[src/addr_ctl_pkg.sv]
package addr_ctl_pkg;

    localparam int OCTETS_PER_SUB = 7;
    localparam int CALL_CHARS = 6;
    localparam int MAX_RPT = 8;
    localparam int MAX_SUBS = 10;
    localparam logic [7:0] SPACE_CHAR = 8'h20;
    localparam logic [1:0] RSV_IDLE = 2'h3;
    localparam int EXT_BIT = 0;
    localparam int CR_BIT = 7;
    localparam int PF_BIT = 4;
    localparam logic [2:0] OCT_IDX_RST = 3'h0;
    localparam logic [3:0] SUB_IDX_RST = 4'h0;
    localparam logic [2:0] BIT_IDX_RST = 3'h0;

    typedef enum logic [1:0]
    {
        FRM_INFO = 2'h0,
        FRM_SUPV = 2'h1,
        FRM_UNNUM = 2'h3
    } frame_kind_t;

    typedef struct packed
    {
        logic [5:0][6:0] call;
        logic [3:0] ssid;
        logic cr_h;
        logic [1:0] rsv;
    } station_t;

    typedef struct packed
    {
        frame_kind_t kind;
        logic [2:0] nr;
        logic [2:0] ns;
        logic pf;
        logic [1:0] sfunc;
        logic [4:0] umod;
    } ctl_info_t;

endpackage

[src/addr_ctl_codec.sv]
`timescale 1ns/100ps
`default_nettype none

module addr_ctl_codec
(
    input wire logic mclk_i,
    input wire logic rst_i,
    // Transmit request
    input wire logic tx_start_i,
    input wire addr_ctl_pkg::station_t tx_dest_i,
    input wire addr_ctl_pkg::station_t tx_src_i,
    input wire addr_ctl_pkg::station_t [7:0] tx_rpt_i,
    input wire logic [3:0] tx_rpt_cnt_i,
    output logic tx_busy_o,
    // Serial bit out toward the bit engine
    output logic tx_bit_o,
    output logic tx_bit_valid_o,
    output logic tx_last_o,
    input wire logic tx_bit_ready_i,
    // Receive octet stream from the bit engine
    input wire logic rx_valid_i,
    input wire logic [7:0] rx_octet_i,
    input wire logic rx_sof_i,
    input wire logic via_rpt_i,
    output logic rx_addr_done_o,
    output logic rx_addr_err_o,
    output logic rx_discard_o,
    output logic [3:0] rx_rpt_cnt_o,
    output logic rx_ctl_valid_o,
    output addr_ctl_pkg::ctl_info_t rx_ctl_o
);

    function automatic logic [7:0] id_octet(input addr_ctl_pkg::station_t st, input logic ext);
        id_octet = {st.cr_h, addr_ctl_pkg::RSV_IDLE, st.ssid, ext};
    endfunction

    function automatic logic [7:0] call_octet(input addr_ctl_pkg::station_t st, input logic [2:0] i);
        logic [6:0] c;
        c = st.call[3'd5 - i];
        if (c == 7'h00)
            c = addr_ctl_pkg::SPACE_CHAR[6:0];
        call_octet = {c, 1'b0};
    endfunction

    // Transmit side
    typedef enum logic [1:0]
    {
        TX_IDLE = 2'b01,
        TX_SEND = 2'b10
    } tx_state_t;

    tx_state_t tx_state_q;
    logic [2:0] tx_oct_q;
    logic [3:0] tx_sub_q;
    logic [2:0] tx_bit_q;
    logic [3:0] tx_nsub_q;
    addr_ctl_pkg::station_t tx_dest_q;
    addr_ctl_pkg::station_t tx_src_q;
    addr_ctl_pkg::station_t [7:0] tx_rpt_q;
    logic [7:0] tx_oct_d;
    addr_ctl_pkg::station_t cur_st;
    logic tx_final;
    logic tx_step;

    assign tx_busy_o = (tx_state_q == TX_SEND);
    assign tx_bit_valid_o = (tx_state_q == TX_SEND);
    assign tx_step = tx_bit_valid_o && tx_bit_ready_i;

    always_comb
    begin
        // Destination, then source, then repeaters in chain order
        if (tx_sub_q == 4'h0)
            cur_st = tx_dest_q;
        else if (tx_sub_q == 4'h1)
            cur_st = tx_src_q;
        else
            cur_st = tx_rpt_q[3'(tx_sub_q - 4'h2)];
        tx_final = (tx_sub_q == tx_nsub_q - 4'h1)
            && (tx_oct_q == 3'(addr_ctl_pkg::OCTETS_PER_SUB - 1));
        if (tx_oct_q == 3'(addr_ctl_pkg::OCTETS_PER_SUB - 1))
            tx_oct_d = id_octet(cur_st, tx_final);
        else
            tx_oct_d = call_octet(cur_st, tx_oct_q);
    end

    assign tx_bit_o = tx_oct_d[tx_bit_q];
    assign tx_last_o = tx_final && (tx_bit_q == 3'h7);

    always_ff @(posedge mclk_i)
    begin
        if (rst_i)
        begin
            tx_state_q <= TX_IDLE;
            tx_oct_q <= addr_ctl_pkg::OCT_IDX_RST;
            tx_sub_q <= addr_ctl_pkg::SUB_IDX_RST;
            tx_bit_q <= addr_ctl_pkg::BIT_IDX_RST;
            tx_nsub_q <= 4'h2;
        end
        else
        begin
            unique case (tx_state_q)
                TX_IDLE:
                begin
                    if (tx_start_i)
                    begin
                        tx_state_q <= TX_SEND;
                        tx_oct_q <= addr_ctl_pkg::OCT_IDX_RST;
                        tx_sub_q <= addr_ctl_pkg::SUB_IDX_RST;
                        tx_bit_q <= addr_ctl_pkg::BIT_IDX_RST;
                        tx_nsub_q <= 4'h2 + ((tx_rpt_cnt_i > 4'h8) ? 4'h8 : tx_rpt_cnt_i);
                    end
                end
                TX_SEND:
                begin
                    if (tx_step)
                    begin
                        tx_bit_q <= tx_bit_q + 3'h1;
                        if (tx_bit_q == 3'h7)
                        begin
                            if (tx_final)
                                tx_state_q <= TX_IDLE;
                            else if (tx_oct_q == 3'(addr_ctl_pkg::OCTETS_PER_SUB - 1))
                            begin
                                tx_oct_q <= addr_ctl_pkg::OCT_IDX_RST;
                                tx_sub_q <= tx_sub_q + 4'h1;
                            end
                            else
                                tx_oct_q <= tx_oct_q + 3'h1;
                        end
                    end
                end
            endcase
        end
    end

    // Capture of stations at start; outgoing repeater flags cleared
    always_ff @(posedge mclk_i)
    begin
        if (rst_i)
        begin
            tx_dest_q <= '0;
            tx_src_q <= '0;
            tx_rpt_q <= '0;
        end
        else if (tx_state_q == TX_IDLE && tx_start_i)
        begin
            tx_dest_q <= tx_dest_i;
            tx_src_q <= tx_src_i;
            for (int k = 0; k < addr_ctl_pkg::MAX_RPT; k++)
            begin
                tx_rpt_q[k] <= tx_rpt_i[k];
                tx_rpt_q[k].cr_h <= 1'b0;
            end
        end
    end

    // Receive side
    typedef enum logic [2:0]
    {
        RX_ADDR = 3'b001,
        RX_CTL = 3'b010,
        RX_REST = 3'b100
    } rx_state_t;

    rx_state_t rx_state_q;
    logic [2:0] rx_oct_q;
    logic [3:0] rx_sub_q;
    logic rx_last_h_q;
    logic rx_err_d;
    logic [2:0] rx_oct_v;
    logic [3:0] rx_sub_v;

    always_comb
    begin
        // Start octet judged as first destination octet, not by stale indices
        rx_oct_v = rx_sof_i ? addr_ctl_pkg::OCT_IDX_RST : rx_oct_q;
        rx_sub_v = rx_sof_i ? addr_ctl_pkg::SUB_IDX_RST : rx_sub_q;
        rx_err_d = 1'b0;
        if (rx_octet_i[addr_ctl_pkg::EXT_BIT]
            && (rx_oct_v != 3'(addr_ctl_pkg::OCTETS_PER_SUB - 1) || rx_sub_v == 4'h0))
            rx_err_d = 1'b1;
        if (rx_oct_v == 3'(addr_ctl_pkg::OCTETS_PER_SUB - 1)
            && !rx_octet_i[addr_ctl_pkg::EXT_BIT]
            && rx_sub_v == 4'(addr_ctl_pkg::MAX_SUBS - 1))
            rx_err_d = 1'b1;
    end

    always_ff @(posedge mclk_i)
    begin
        if (rst_i)
        begin
            rx_state_q <= RX_REST;
            rx_oct_q <= addr_ctl_pkg::OCT_IDX_RST;
            rx_sub_q <= addr_ctl_pkg::SUB_IDX_RST;
            rx_last_h_q <= 1'b0;
            rx_addr_done_o <= 1'b0;
            rx_addr_err_o <= 1'b0;
            rx_discard_o <= 1'b0;
            rx_rpt_cnt_o <= 4'h0;
        end
        else
        begin
            rx_addr_done_o <= 1'b0;
            if (rx_valid_i && rx_sof_i)
            begin
                rx_state_q <= RX_ADDR;
                rx_oct_q <= 3'h1;
                rx_sub_q <= addr_ctl_pkg::SUB_IDX_RST;
                rx_addr_err_o <= rx_err_d;
                rx_discard_o <= 1'b0;
                rx_rpt_cnt_o <= 4'h0;
                if (rx_err_d)
                    rx_state_q <= RX_REST;
            end
            else if (rx_valid_i && rx_state_q == RX_ADDR)
            begin
                if (rx_err_d)
                begin
                    rx_addr_err_o <= 1'b1;
                    rx_state_q <= RX_REST;
                end
                else if (rx_oct_q == 3'(addr_ctl_pkg::OCTETS_PER_SUB - 1))
                begin
                    rx_oct_q <= addr_ctl_pkg::OCT_IDX_RST;
                    rx_sub_q <= rx_sub_q + 4'h1;
                    if (rx_sub_q >= 4'h2)
                        rx_last_h_q <= rx_octet_i[addr_ctl_pkg::CR_BIT];
                    if (rx_octet_i[addr_ctl_pkg::EXT_BIT])
                    begin
                        rx_state_q <= RX_CTL;
                        rx_addr_done_o <= 1'b1;
                        rx_rpt_cnt_o <= rx_sub_q - 4'h1;
                        // Uplink frame: next-to-last repeater, or the only one, not yet passed
                        rx_discard_o <= via_rpt_i && (rx_sub_q >= 4'h2)
                            && !((rx_sub_q == 4'h2) ? rx_octet_i[addr_ctl_pkg::CR_BIT]
                                 : rx_last_h_q);
                    end
                end
                else
                    rx_oct_q <= rx_oct_q + 3'h1;
            end
            else if (rx_valid_i && rx_state_q == RX_CTL)
                rx_state_q <= RX_REST;
        end
    end

    // Control field classification
    always_ff @(posedge mclk_i)
    begin
        if (rst_i)
        begin
            rx_ctl_valid_o <= 1'b0;
            rx_ctl_o <= '0;
        end
        else
        begin
            rx_ctl_valid_o <= rx_valid_i && !rx_sof_i && rx_state_q == RX_CTL;
            if (rx_valid_i && !rx_sof_i && rx_state_q == RX_CTL)
            begin
                rx_ctl_o.pf <= rx_octet_i[addr_ctl_pkg::PF_BIT];
                rx_ctl_o.nr <= rx_octet_i[7:5];
                rx_ctl_o.ns <= rx_octet_i[3:1];
                rx_ctl_o.sfunc <= rx_octet_i[3:2];
                rx_ctl_o.umod <= {rx_octet_i[7:5], rx_octet_i[3:2]};
                if (!rx_octet_i[0])
                    rx_ctl_o.kind <= addr_ctl_pkg::FRM_INFO;
                else if (!rx_octet_i[1])
                    rx_ctl_o.kind <= addr_ctl_pkg::FRM_SUPV;
                else
                    rx_ctl_o.kind <= addr_ctl_pkg::FRM_UNNUM;
            end
        end
    end

    property p_tx_ext_zero;
        @(posedge mclk_i) disable iff (rst_i)
        (tx_step && tx_bit_q == 3'h0 && !tx_final) |-> !tx_bit_o;
    endproperty
    a_tx_ext_zero: assert property (p_tx_ext_zero) else $error("Extension set early");

    property p_tx_ext_one;
        @(posedge mclk_i) disable iff (rst_i)
        (tx_step && tx_bit_q == 3'h0 && tx_final) |-> tx_bit_o;
    endproperty
    a_tx_ext_one: assert property (p_tx_ext_one) else $error("Final extension clear");

    property p_tx_bit_order;
        @(posedge mclk_i) disable iff (rst_i)
        (tx_step && tx_bit_q == 3'h3) |=> (tx_bit_q == 3'h4);
    endproperty
    a_tx_bit_order: assert property (p_tx_bit_order) else $error("Bit order broken");

    property p_tx_rsv;
        @(posedge mclk_i) disable iff (rst_i)
        (tx_busy_o && tx_oct_q == 3'h6) |-> (tx_oct_d[6:5] == 2'h3);
    endproperty
    a_tx_rsv: assert property (p_tx_rsv) else $error("Reserved bits not one");

    property p_tx_h_clear;
        @(posedge mclk_i) disable iff (rst_i)
        (tx_busy_o && tx_sub_q >= 4'h2 && tx_oct_q == 3'h6) |-> !tx_oct_d[7];
    endproperty
    a_tx_h_clear: assert property (p_tx_h_clear) else $error("Repeated flag sent");

    property p_tx_sub_limit;
        @(posedge mclk_i) disable iff (rst_i)
        tx_busy_o |-> (tx_sub_q < 4'(addr_ctl_pkg::MAX_SUBS));
    endproperty
    a_tx_sub_limit: assert property (p_tx_sub_limit) else $error("Too many subfields");

    property p_rx_info;
        @(posedge mclk_i) disable iff (rst_i)
        (rx_valid_i && !rx_sof_i && rx_state_q == RX_CTL && !rx_octet_i[0])
        |=> (rx_ctl_valid_o && rx_ctl_o.kind == addr_ctl_pkg::FRM_INFO);
    endproperty
    a_rx_info: assert property (p_rx_info) else $error("Info frame misclassified");

    property p_rx_unnum;
        @(posedge mclk_i) disable iff (rst_i)
        (rx_valid_i && !rx_sof_i && rx_state_q == RX_CTL && rx_octet_i[1:0] == 2'h3)
        |=> (rx_ctl_o.kind == addr_ctl_pkg::FRM_UNNUM && rx_ctl_o.pf == $past(rx_octet_i[4]));
    endproperty
    a_rx_unnum: assert property (p_rx_unnum) else $error("Unnumbered misdecoded");

    property p_rx_err_short;
        @(posedge mclk_i) disable iff (rst_i)
        (rx_valid_i && rx_state_q == RX_ADDR && !rx_sof_i && rx_octet_i[0]
         && rx_oct_q != 3'h6) |=> rx_addr_err_o;
    endproperty
    a_rx_err_short: assert property (p_rx_err_short) else $error("Bad boundary missed");

    property p_rx_discard;
        @(posedge mclk_i) disable iff (rst_i)
        rx_discard_o |-> (via_rpt_i || $past(via_rpt_i)) && rx_rpt_cnt_o != 4'h0;
    endproperty
    a_rx_discard: assert property (p_rx_discard) else $error("Discard without repeater");

endmodule // addr_ctl_codec

`default_nettype wire

[config.mk]
export PLATFORM = sky130hd
export DESIGN_NAME = addr_ctl_codec
export DESIGN_NICKNAME = d
export VERILOG_FILES = /design/src/addr_ctl_pkg.sv /design/src/addr_ctl_codec.sv
export SDC_FILE = /design/constraint.sdc
export NUM_CORES = 1
export LEC_CHECK = 0
export BUFFER_PORTS_ARGS = -buffer_cell sky130_fd_sc_hd__buf_2
export CAP_MARGIN = 30
export CELL_PAD_IN_SITES_DETAIL_PLACEMENT = 1
export CELL_PAD_IN_SITES_GLOBAL_PLACEMENT = 2
export CORE_MARGIN = 10
export CORE_UTILIZATION = 28
export CTS_CLUSTER_DIAMETER = 60
export DETAILED_ROUTE_END_ITERATION = 8
export HOLD_SLACK_MARGIN = 0.15
export PLACE_DENSITY_LB_ADDON = 0.1
export SLEW_MARGIN = 15
export SYNTH_ARGS = -nofsm -noshare
export SYNTH_HDL_FRONTEND = slang
export SYNTH_SLANG_ARGS = --single-unit
[constraint.sdc]
create_clock -name mclk_i -period 3.6 [get_ports mclk_i]
set_clock_uncertainty 0.05 [all_clocks]
set_input_delay 0 -clock mclk_i [delete_from_list [all_inputs] [get_ports mclk_i]]
set_output_delay 0 -clock mclk_i [all_outputs]
set_load 0.05 [all_outputs]
==> flow_summary_export.csv, run 1 <==
group,metric,value,unit
synthesis,synthArstFlopShare,0,
synthesis,synth-edff-count,0,
clock_network,cts-htree-levels,2,
synthesis,synth_area_leader_cell,"dfxtp_1",
synthesis,ys_types,73,
synthesis,synth_cells,2737,
clock_network,post-cts-setup-buffer-count,13,
synthesis,yosysMostFrequentCell,"nand2_1",
run_status,stop_stage,"clock tree synthesis (4_1_cts)",
placement,dpl_cell_area,26300,um2
placement,place_inst,4187,
synthesis,synth_common_cells,"nand2_1, dfxtp_1, a21oi_1",
run_status,error,"[ERROR RSZ-0060] Max buffer count reached.",
clock_network,cts_sinks,506,
synthesis,netlist_area,22120,um2
synthesis,yosysTopAreaCellShare,0.4579,
synthesis,yosysWarnings,0,
die,die_w,301.1,um
run_status,status,"did not finish",
placement,place_congestion,0.8748,
clock_network,clock_path_buffers,3,
synthesis,ys_seq_area_frac,0.4579,
synthesis,syn_area_per_cell,8.083,um2
synthesis,syn_nets,3257,
synthesis,ys_ff_latch,506,
clock_network,cts_root_buf,"clkbuf_16",
synthesis,ys_top_cells_by_area,"dfxtp_1, nand2_1, a21oi_1",
clock_network,cts_buffers,61,
die,num_rows,103,
clock_network,cts_resized,43,
die,num_io_pins,537,
die,die_h,301.1,um
die,start_util,0.2814,
placement,place_ws,-71.04,ps
clock_network,cts_hold_repair.buffers,864,
synthesis,synth-main-ff-cell,"dfxtp_1",
placement,port_buffers,508,
placement,hpwl,79090,um
[kinds of logic after synthesis]
kind of cell | share of synthesized area
flip-flops | 0.4579
multiplexers | 0.1102
adder cells (fa/ha/maj) | 0.006221
XOR/XNOR | 0.006335
AND/OR/NAND/NOR | 0.2129
buffers and inverters | 0.04643
AO/OA/AOI/OAI | 0.1599
[stage by stage]
step | util | hold slack (ps)
3_5_place_dp | 0.3345 | 198.8
3_3_place_gp | 0.3345 | 186.7
2_1_floorplan | - | 85.96
==> inputs of run 2 (changes only) <==
- CELL_PAD_IN_SITES_DETAIL_PLACEMENT: 1 -> default
- CELL_PAD_IN_SITES_GLOBAL_PLACEMENT: 2 -> default
- CORE_UTILIZATION: 28 -> 20
- CTS_CLUSTER_DIAMETER: 60 -> default
- HOLD_SLACK_MARGIN: 0.15 -> default
- PLACE_DENSITY_LB_ADDON: 0.1 -> 0.15
- clock period: 3.6 -> 4.7 ns (I/O delays scaled with it)
==> flow_summary_export.csv, run 2 <==
group,metric,value,unit
die,die_w,352.6,um
synthesis,ys_seq_area_frac,0.4579,
route,drc,0,
synthesis,ys_types,73,
synthesis,yosysMostFrequentCell,"nand2_1",
die,core_area,109300,um2
sta,worstMarginPinSlew,940.9,ps
setup_path,end_kind,"primary output",
global_route,track_usage,0.1722,
route,drtAntennaViolNets,0,
setup_path,critical_path.top_delay_family,"multiplexers",
clock_network,cts_root_buf,"clkbuf_16",
setup_path,cp-start-kind,"register",
layout,ff_latch_area,10140,um2
clock_network,cts_buffers,68,
layout,multiInputGateArea,11000,um2
setup_path,worstPathMaxFanout,18,
route,vias_per_cell,4.424,
sta,fin_crit_sh,0.9501,
sta,finalSetupViolCount,0,
placement,hpwl,80740,um
route,drt_wl_total,111600,um
route,drt-pass1-iter-count,5,
layout,final_common_cell,"nand2_1",
die,num_io_pins,537,
synthesis,synthArstFlopShare,0,
setup_path,timing.critical_path.slowest_stage_cell,"mux4_1",
layout,fillers,11850,
sta,fin_tns_setup,0,ps
setup_path,criticalPathCategory,"register to primary output",
pwr,p_leak,12.96,nW
die,num_rows,121,
worst_hold_path,hp-class,"input port to register",
clock_network,cts-htree-levels,3,
clock_network,cts_tree,"yes",
pwr,ir_drop,207.9,uV
synthesis,yosysWarnings,0,
sta,maxSlewViolCount,0,
route,wl_per_cell,21.34,um
setup_path,worstPathCellList,"buf_4 -> mux4_1 -> mux2_2 -> a221oi_2 -> a21oi_1 -> or4b_1 -> nor4_2 -> a31oi_1 -> a311oi_2 -> buf_12",
layout,drive_gt1_frac,0.2003,
synthesis,synth-main-ff-cell,"dfxtp_1",
sta,relSlewSlack,0.3727,
route,num_vias,23140,
synthesis,synth_common_cells,"nand2_1, dfxtp_1, a21oi_1",
clock_network,clock_path_buffers,3,
sta,fmax,0.2239,GHz
layout,final_nets,4216,
clock_network,cts_sinks,506,
layout,largestRegisters,"tx_rpt_q: 368 flops, tx_dest_q: 47 flops, tx_src_q: 47 flops",
die,start_util,0.2024,
layout,regMostFlops,"tx_rpt_q",
die,die_h,352.6,um
layout,syn_to_final_growth,53.97,%
global_route,overflow,0,
synthesis,ys_ff_latch,506,
synthesis,synth-edff-count,0,
die,die_area,124300,um2
sta,fin_crit,4465,ps
setup_path,cp.required,4650,ps
global_route,grt_pass1_vias,23750,
synthesis,ys_top_cells_by_area,"dfxtp_1, nand2_1, a21oi_1",
synthesis,netlist_area,22120,um2
placement,place_congestion,0.8407,
setup_path,critPathBufInv,2,
synthesis,yosysTopAreaCellShare,0.4579,
flow_run,cap_violations,0,
pwr,power,11.42,mW
synthesis,syn_area_per_cell,8.083,um2
pwr,power.density,335.3,nW/um2
synthesis,synth_cells,2737,
layout,largest_reg_flops,368,
global_route,grt_start_max_net_pins,144,
global_route,antenna_found_initial,29,
layout,final_core_util,0.3116,
synthesis,syn_nets,3257,
clock_network,clk_pin_slew,50,ps
layout,layout_common_cells,"nand2_1, dlygate4sd3_1, buf_2",
setup_path,arrival,4420,ps
global_route,grt_pass1_wl,161800,um
synthesis,synth_area_leader_cell,"dfxtp_1",
route,detail_route.iter0.violations,1515,
placement,port_buffers,508,
setup_path,cpPeakStageDelay,620,ps
sta,hold_viol_final,0,
run_status,status,"finished, final reports clean",
clock_network,clock_latency,620,ps
sta,rsz0062_at_grt,"no",
run 2: through the flow:
step | setup slack, ps | hold slack, ps | area (um2) | std cells
global route | 21.70 | 102.5 | 34050 | 5227
global placement | 637.5 | 185.2 | 26100 | 4542
finish | 234.5 | 85.83 | 34060 | 5231
CTS | 53.10 | 53.09 | 34010 | 5216
floorplan | 442.3 | 85.96 | 22130 | 2737
detailed placement | 614.1 | 193.2 | 26100 | 4542
run 2: final timing paths:
check	from	end	slack (ps)	cells after the start
hold / removal	rst_i	tx_rpt_q[194]	90	3
setup reg to reg	tx_oct_q[0]	tx_sub_q[2]	1240	9
setup / recovery	tx_sub_q[0]	tx_bit_o	230	10
hold reg to reg	tx_rpt_q[360]	tx_rpt_q[360]	400	2
run 2: kinds of logic (layout without fill, tap and decap cells):
family,count (synthesis),count (layout),share of synthesized area
mux,153,153,0.1102
flops,506,506,0.4579
compound gates,640,640,0.1599
fa+ha+maj,11,11,0.006221
simple gates,1173,1173,0.2129
other cells,0,15,0
xor+xnor,16,16,0.006335
buf+inv,238,1241,0.04643
run 2: report_power, final:
group          leakage, nW  switching (mW)  total (mW)  internal (mW)
logic                 7.72           0.781        1.51          0.726
registers             4.12           0.134        4.61           4.48
clock network         1.11            2.10        5.30           3.20
run 2: metal layers:
layer | vias up | track usage | wire [um]
li1 | 11230 | - | -
met1 | 11120 | 0.2241 | 49630
met2 | 646 | 0.2850 | 52830
met3 | 150 | 0.03391 | 6189
met4 | 4 | 0.05136 | 2941
met5 | - | 0 | 30
run 2: what timing repair did:
action                                  in CTS  in global routing
hold buffers                               559                  0
setup buffers                                1                  0
endpoints found under the setup margin       1                  1
endpoints found under the hold margin      490                  0
pin swaps                                    1                  1
gates resized for setup                      1                  5
run 2: final cells by class:
| class | count | share of cell area |
|---|---|---|
| multi-input combinational | 1993 | 0.3229 |
| sequential | 506 | 0.2977 |
| timing repair buffer | 1112 | 0.2554 |
| clock buffer | 96 | 0.05874 |
| tap | 1476 | 0.05422 |
| clock inverter | 18 | 0.008339 |
| inverter | 15 | 0.001653 |
| antenna | 15 | 0.001102 |
run 2: worst reg2reg max path, stage by stage (launching register included):
cell     delay [ps]
dfxtp_2         510
buf_4           370
nor2b_1         510
nand2_1         260
nor4_1          690
nor3b_1         170
or2_2           410
nand3_1         130
xor2_1          170
nor2_1           50
No activity file was read; power rests on OpenSTA's default activity.
